## config.mk

```make
export PLATFORM = sky130hd
export DESIGN_NAME = mic_irq_ctrl
export DESIGN_NICKNAME = d
export VERILOG_FILES = /design/src/verilog/mic_pin_sync.v /design/src/verilog/mic_prio_enc.v /design/src/verilog/mic_irq_ctrl.v
export VERILOG_INCLUDE_DIRS = /design/src /design/src/verilog
export SDC_FILE = /design/constraint.sdc
export NUM_CORES = 1
export LEC_CHECK = 0
export BUFFER_PORTS_ARGS = -buffer_cell sky130_fd_sc_hd__buf_2
export CORE_MARGIN = 2
export CORE_UTILIZATION = 52
export CTS_CLUSTER_DIAMETER = 40
export DETAILED_ROUTE_END_ITERATION = 8
export PLACE_DENSITY = 0.79
export SLEW_MARGIN = 40
export SYNTH_ARGS = -nofsm -noshare
export SYNTH_HDL_FRONTEND = slang
export SYNTH_SLANG_ARGS = --single-unit
```

## constraint.sdc

```tcl
create_clock -name clk_sys_in -period 3.1 [get_ports clk_sys_in]
set_input_delay 0.31 -clock clk_sys_in [delete_from_list [all_inputs] [get_ports clk_sys_in]]
set_output_delay 0.31 -clock clk_sys_in [all_outputs]
set_load 0.02 [all_outputs]
```

## src/verilog/mic_regs.vh

```
// register offsets, field positions, vectors and reset values of the interrupt controller
`ifndef MIC_REGS_VH
`define MIC_REGS_VH

// ==========================================================================
// data memory addresses
`define MIC_ADDR_CTRL_LOW     7'h0B
`define MIC_ADDR_CTRL_HIGH    7'h1E

// ==========================================================================
// irq_ctrl_low fields
`define MIC_BIT_GLOBAL_EN     0
`define MIC_BIT_EXT_A_EN      1
`define MIC_BIT_EXT_B_EN      2
`define MIC_BIT_TIMER_EN      3
`define MIC_BIT_EXT_A_PEND    4
`define MIC_BIT_EXT_B_PEND    5
`define MIC_BIT_TIMER_PEND    6

// ==========================================================================
// irq_ctrl_high fields
`define MIC_BIT_TICK_EN       0
`define MIC_BIT_CLOCK_EN      1
`define MIC_BIT_TICK_PEND     4
`define MIC_BIT_CLOCK_PEND    5

// ==========================================================================
// reset values
`define MIC_RESET_CTRL_LOW    8'h00
`define MIC_RESET_CTRL_HIGH   8'h00
`define MIC_RESET_PIN         1'b1

// ==========================================================================
// vectors, 11-bit program addresses
`define MIC_VEC_EXT_A         11'h004
`define MIC_VEC_EXT_B         11'h008
`define MIC_VEC_TIMER         11'h00C
`define MIC_VEC_TICK          11'h010
`define MIC_VEC_CLOCK         11'h014

`endif

```

## src/verilog/mic_pin_sync.v

```verilog
// three-stage synchroniser with falling-edge detection for one interrupt pin
`timescale 1ns/1ps
`default_nettype none
`include "mic_regs.vh"

module mic_pin_sync (
  // clock and reset
  input  wire clk_sys_in,
  input  wire reset_n_in,
  // pin level
  input  wire pin_in,
  // one-cycle pulse on a qualified high-to-low transition
  output reg  fall_out
);

  reg stage_1;
  reg stage_2;
  reg stage_3;
  reg level;

  // ==========================================================================
  // synchroniser: a change counts once stage_2 and stage_3 agree
  always @(posedge clk_sys_in) begin
    if (!reset_n_in) begin
      stage_1  <= `MIC_RESET_PIN;
      stage_2  <= `MIC_RESET_PIN;
      stage_3  <= `MIC_RESET_PIN;
      level    <= `MIC_RESET_PIN;
      fall_out <= 1'b0;
    end else begin
      stage_1  <= pin_in;
      stage_2  <= stage_1;
      stage_3  <= stage_2;
      fall_out <= 1'b0;
      if (stage_2 == stage_3) begin
        level <= stage_3;
        if (level && !stage_3) begin
          fall_out <= 1'b1;
        end
      end
    end
  end

endmodule
`default_nettype wire

```

## src/verilog/mic_prio_enc.v

```verilog
// fixed-priority selector of the highest qualified source and its vector
`timescale 1ns/1ps
`default_nettype none
`include "mic_regs.vh"

module mic_prio_enc (
  // qualified requests, bit 0 highest priority
  input  wire [4:0]  request_in,
  // one-hot grant and vector
  output reg  [4:0]  grant_out,
  output reg  [10:0] vector_out
);

  // ==========================================================================
  // priority: ext a, ext b, timer, tick, clock
  always @* begin
    grant_out  = 5'h00;
    vector_out = `MIC_VEC_EXT_A;
    if (request_in[0]) begin
      grant_out  = 5'h01;
      vector_out = `MIC_VEC_EXT_A;
    end else if (request_in[1]) begin
      grant_out  = 5'h02;
      vector_out = `MIC_VEC_EXT_B;
    end else if (request_in[2]) begin
      grant_out  = 5'h04;
      vector_out = `MIC_VEC_TIMER;
    end else if (request_in[3]) begin
      grant_out  = 5'h08;
      vector_out = `MIC_VEC_TICK;
    end else if (request_in[4]) begin
      grant_out  = 5'h10;
      vector_out = `MIC_VEC_CLOCK;
    end
  end

endmodule
`default_nettype wire

```

## src/verilog/mic_irq_ctrl.v

```verilog
// interrupt controller: pending flags, enables, arbitration and core hand-off
`timescale 1ns/1ps
`default_nettype none
`include "mic_regs.vh"

module mic_irq_ctrl (
  // clock and reset
  input  wire        clk_sys_in,
  input  wire        reset_n_in,
  // external interrupt pins, active-low edge
  input  wire        ext_irq_pin_a_in,
  input  wire        ext_irq_pin_b_in,
  // internal event pulses
  input  wire        timer_overflow_in,
  input  wire        tick_event_in,
  input  wire        clock_event_in,
  // data memory access
  input  wire [6:0]  mem_addr_in,
  input  wire        mem_write_in,
  input  wire [7:0]  mem_wdata_in,
  output reg  [7:0]  mem_rdata_out,
  // core interface
  input  wire        stack_full_in,
  input  wire        irq_exit_instr_in,
  input  wire        ack_slot_in,
  output reg         irq_take_out,
  output reg  [10:0] irq_vector_out,
  output reg         wake_out
);

  // ==========================================================================
  // control state
  reg  global_irq_enable;
  reg  ext_a_irq_enable;
  reg  ext_b_irq_enable;
  reg  timer_irq_enable;
  reg  tick_irq_enable;
  reg  clock_irq_enable;
  reg  ext_a_pending;
  reg  ext_b_pending;
  reg  timer_pending;
  reg  tick_pending;
  reg  clock_pending;

  wire       fall_a;
  wire       fall_b;
  wire [4:0] grant;
  wire [10:0] vector;
  wire [4:0] qualified;
  wire       take;
  wire       wr_low;
  wire       wr_high;
  wire [7:0] irq_ctrl_low;
  wire [7:0] irq_ctrl_high;

  // ==========================================================================
  // pin edge detectors
  mic_pin_sync u_sync_a (
    .clk_sys_in (clk_sys_in),
    .reset_n_in (reset_n_in),
    .pin_in     (ext_irq_pin_a_in),
    .fall_out   (fall_a)
  );

  mic_pin_sync u_sync_b (
    .clk_sys_in (clk_sys_in),
    .reset_n_in (reset_n_in),
    .pin_in     (ext_irq_pin_b_in),
    .fall_out   (fall_b)
  );

  // ==========================================================================
  // arbitration
  assign qualified = {clock_pending & clock_irq_enable,
                      tick_pending  & tick_irq_enable,
                      timer_pending & timer_irq_enable,
                      ext_b_pending & ext_b_irq_enable,
                      ext_a_pending & ext_a_irq_enable};

  assign take = ack_slot_in & global_irq_enable & ~stack_full_in
                & (|qualified);

  mic_prio_enc u_prio (
    .request_in (qualified),
    .grant_out  (grant),
    .vector_out (vector)
  );

  // ==========================================================================
  // register image
  assign irq_ctrl_low  = {1'b0, timer_pending, ext_b_pending, ext_a_pending,
                          timer_irq_enable, ext_b_irq_enable, ext_a_irq_enable,
                          global_irq_enable};
  assign irq_ctrl_high = {2'b00, clock_pending, tick_pending, 2'b00,
                          clock_irq_enable, tick_irq_enable};

  assign wr_low  = mem_write_in && (mem_addr_in == `MIC_ADDR_CTRL_LOW);
  assign wr_high = mem_write_in && (mem_addr_in == `MIC_ADDR_CTRL_HIGH);

  // ==========================================================================
  // enables
  always @(posedge clk_sys_in) begin
    if (!reset_n_in) begin
      global_irq_enable <= 1'b0;
      ext_a_irq_enable  <= 1'b0;
      ext_b_irq_enable  <= 1'b0;
      timer_irq_enable  <= 1'b0;
      tick_irq_enable   <= 1'b0;
      clock_irq_enable  <= 1'b0;
    end else begin
      if (wr_low) begin
        global_irq_enable <= mem_wdata_in[`MIC_BIT_GLOBAL_EN];
        ext_a_irq_enable  <= mem_wdata_in[`MIC_BIT_EXT_A_EN];
        ext_b_irq_enable  <= mem_wdata_in[`MIC_BIT_EXT_B_EN];
        timer_irq_enable  <= mem_wdata_in[`MIC_BIT_TIMER_EN];
      end
      if (wr_high) begin
        tick_irq_enable  <= mem_wdata_in[`MIC_BIT_TICK_EN];
        clock_irq_enable <= mem_wdata_in[`MIC_BIT_CLOCK_EN];
      end
      if (irq_exit_instr_in) begin
        global_irq_enable <= 1'b1;
      end
      if (take) begin
        global_irq_enable <= 1'b0;
      end
    end
  end

  // ==========================================================================
  // pending flags: hardware set wins over clear
  always @(posedge clk_sys_in) begin
    if (!reset_n_in) begin
      ext_a_pending <= 1'b0;
      ext_b_pending <= 1'b0;
      timer_pending <= 1'b0;
      tick_pending  <= 1'b0;
      clock_pending <= 1'b0;
    end else begin
      if (wr_low) begin
        ext_a_pending <= mem_wdata_in[`MIC_BIT_EXT_A_PEND];
        ext_b_pending <= mem_wdata_in[`MIC_BIT_EXT_B_PEND];
        timer_pending <= mem_wdata_in[`MIC_BIT_TIMER_PEND];
      end
      if (wr_high) begin
        tick_pending  <= mem_wdata_in[`MIC_BIT_TICK_PEND];
        clock_pending <= mem_wdata_in[`MIC_BIT_CLOCK_PEND];
      end
      if (take && grant[0]) begin
        ext_a_pending <= 1'b0;
      end
      if (take && grant[1]) begin
        ext_b_pending <= 1'b0;
      end
      if (take && grant[2]) begin
        timer_pending <= 1'b0;
      end
      if (take && grant[3]) begin
        tick_pending <= 1'b0;
      end
      if (take && grant[4]) begin
        clock_pending <= 1'b0;
      end
      if (fall_a) begin
        ext_a_pending <= 1'b1;
      end
      if (fall_b) begin
        ext_b_pending <= 1'b1;
      end
      if (timer_overflow_in) begin
        timer_pending <= 1'b1;
      end
      if (tick_event_in) begin
        tick_pending <= 1'b1;
      end
      if (clock_event_in) begin
        clock_pending <= 1'b1;
      end
    end
  end

  // ==========================================================================
  // outputs to core
  always @(posedge clk_sys_in) begin
    if (!reset_n_in) begin
      irq_take_out   <= 1'b0;
      irq_vector_out <= 11'h000;
      wake_out       <= 1'b0;
      mem_rdata_out  <= 8'h00;
    end else begin
      // core pushes only the program counter, then loads the vector
      irq_take_out <= take;
      if (take) begin
        irq_vector_out <= vector;
      end
      wake_out <= ext_a_pending | ext_b_pending | timer_pending
                  | tick_pending | clock_pending;
      case (mem_addr_in)
        `MIC_ADDR_CTRL_LOW:  mem_rdata_out <= irq_ctrl_low;
        `MIC_ADDR_CTRL_HIGH: mem_rdata_out <= irq_ctrl_high;
        default:             mem_rdata_out <= 8'h00;
      endcase
    end
  end

endmodule
`default_nettype wire

```

==> metrics.yaml <==
largest_reg_flops: 7
grt_pass1_wl_um: 4690
cap_viol_max_count: 0
vias_per_cell: 5.34
syn_avg_cell_area_um2: 9.53
ir_drop_mv: 0.385
wl_per_cell_um: 12.9
rsz0062_at_grt: "no"
place_area_um2: 1530
endpoint_kind: "flop"
ys.flop_type: "dfxtp_1"
numCtsBuffers: 5
dp_slack_ps: 1460
period_minus_slack_ps: 1520
rr_startpoint: "global_irq_enable$_SDFFE_PP0P_"
largestRegisters: "mem_rdata_out: 7 flops, irq_vector_out: 3 flops"
cts_sinks: 33
drtAntennaViolNets: 0
r2r-end: "timer_pending$_SDFFE_PN0P_"
synth_seq_area_share_pct: 48.1
dr_total_vias: 1137
cts-root-buf: "clkbuf_4"
gp_congestion: 0.830
drive_gt1_share_pct: 28.4
worstPathCellList: "nand3b_1, nand2b_1, o41ai_1, a211oi_2"
ys_types: 33
mostFrequentLayoutCells: "buf_2, dfxtp_1, nor2_1, nand2_1, a21oi_1"
hold_buffers: 0
synthArstFlopShare_pct: 0
clkSlewWorstSetupHoldPaths_ps: 90
synth-seq-cells: 33
cpPeakStageDelay_ps: 470
fin_ws_ps: 1580
clk_latency_ps: 330
synthCells: 144
arrival_ps: 1730
period_share_pct: 49.1
setup_tns_ps: 0
cts_setup_buffers: 0
largest_register: "mem_rdata_out"
wirelength_um: 2750
hp-class: "in2reg"
min_from: "ext_irq_pin_a_in"
whs_ps: 159
critPathLaunchType: "flop"
pin_count: 47
drc: 0
die_y_um: 55.4
grt_use_total_pct: 19.4
core_area_um2: 2500
path_buf_inv: 0
setup_viol: 0
worst-setup-path-type: "reg2reg"
syn_area_um2: 1370
status: "completed"
nets: 208
leakage_nw: 0.648
htree_levels: 2
cp_slowest_cell: "o41ai_1"
syn2layout_area_growth_pct: 15.2
hold_depth: 2
rows: 18
clk_path_buf_depth: 2
drt_iter0_markers: 25
grt_max_degree: 22
post_cts_resize_count: 0
grt-ovfl-total: 0
r2r_slack_ps: 1580
cp_top_family: "compound AO/OA/AOI/OAI gates"
detailed_place_hpwl_um: 2110
drtPass1Iterations: 4
initial_core_util_pct: 54.9
p_per_area_nw_per_um2: 454
die_area_um2: 3070
cts_tree: "built"
crit_fanout: 6
antenna_found_initial: 0
clock.fmax_mhz: 657
grt_pass1_vias: 1100
final_common_cell: "buf_2"
numPortBuffers: 36
finalInstanceArea_um2: 1580
crit_required_ps: 3300
fp.dieW_um: 55.4
yosys_warnings: 0
reg2regPathDepth: 4
hold_viol: 0
synth_edf_count: 0
holdPathEnd: "u_sync_a.stage_1$_SDFF_PN1_"
skew_ps: 5.15
maxSlewViolCount: 0
insertedDiodeCount: 0
-- routing by layer --
layer / track usage, % / up-vias / share of wire (%)
met5: 0 / - / 0
met4: 10.5 / 0 / 1.8
met3: 5.85 / 7 / 6.0
met2: 34.0 / 39 / 52
met1: 20.8 / 522 / 40
li1: - / 569 / -
-- report_power, final --
| group | internal (W) | total, W | switching, W |
|---|---|---|---|
| registers | 0.000432 | 0.000439 | 0.00000702 |
| logic | 0.0000226 | 0.0000588 | 0.0000362 |
| clock network | 0.0000902 | 0.000219 | 0.000129 |
| total | 0.000545 | 0.000717 | 0.000172 |
-- cell type report --
class                      count  area (um2)
multi-input combinational    101         632
clock buffer                   8        48.8
inverter                       4        15.0
fill                         228         918
tap                           30        37.5
timing repair buffer          37         188
sequential                    33         661
-- cell usage after synthesis (2+ instances only) --
library cell / n / area (um2)
dfxtp_1: 33 / 661
nor2_1: 15 / 56.3
nand2_1: 11 / 41.3
a21oi_1: 10 / 50.1
buf_4: 9 / 67.6
nand2b_1: 8 / 50.1
a22oi_1: 5 / 37.5
nand3_1: 5 / 25.0
inv_1: 4 / 15.0
nor3_1: 4 / 20.0
a211oi_2: 3 / 37.5
and3_1: 3 / 18.8
clkbuf_1: 3 / 11.3
mux2i_1: 3 / 30.0
nor3_2: 3 / 30.0
o41ai_1: 3 / 26.3
and2_1: 2 / 12.5
nor3b_1: 2 / 15.0
o21ai_0: 2 / 10.0
o22ai_1: 2 / 12.5
o31ai_1: 2 / 15.0
-- cell families (layout without fill, tap and decap cells) --
group                  after synthesis  in the layout  share of synthesized area, %
buffers and inverters               18             49                          8.02
other                                1              9                         0.273
multiplexers                         3              3                          2.19
flip-flops                          33             33                          48.1
AND/OR/NAND/NOR                     57             57                          24.5
AO/OA/AOI/OAI                       32             32                          16.9
-- metrics by stage --
stage          utilization, %  std cells  total power [W]
6_report                 63.3        213         0.000717
5_1_grt                  63.3        213         0.000752
4_1_cts                  63.3        213         0.000723
3_5_place_dp             61.3        205         0.000507
3_3_place_gp             61.3        205         0.000505
2_1_floorplan               -        152         0.000490
-- worst max path at each step --
stage	startpoint	to	slack, ps	cells after the start
after global placement	mem_addr_in[5]	timer_pending$_SDFFE_PN0P_	1500	5
after detailed placement	mem_addr_in[5]	ext_a_pending$_SDFFE_PN0P_	1460	5
after floorplan	mem_addr_in[5]	timer_pending$_SDFFE_PN0P_	1610	5
after CTS	global_irq_enable$_SDFFE_PP0P_	timer_pending$_SDFFE_PN0P_	1590	4
final	global_irq_enable$_SDFFE_PP0P_	timer_pending$_SDFFE_PN0P_	1580	4
after global routing	global_irq_enable$_SDFFE_PP0P_	timer_pending$_SDFFE_PN0P_	1430	4
-- worst reg2reg max path, cell delays in order, from the launching register on --
cell and delay (ps):
dfxtp_1 380, nand3b_1 190, nand2b_1 300, o41ai_1 470, a211oi_2 60
Note: power is estimated with default switching activity, not from simulation.
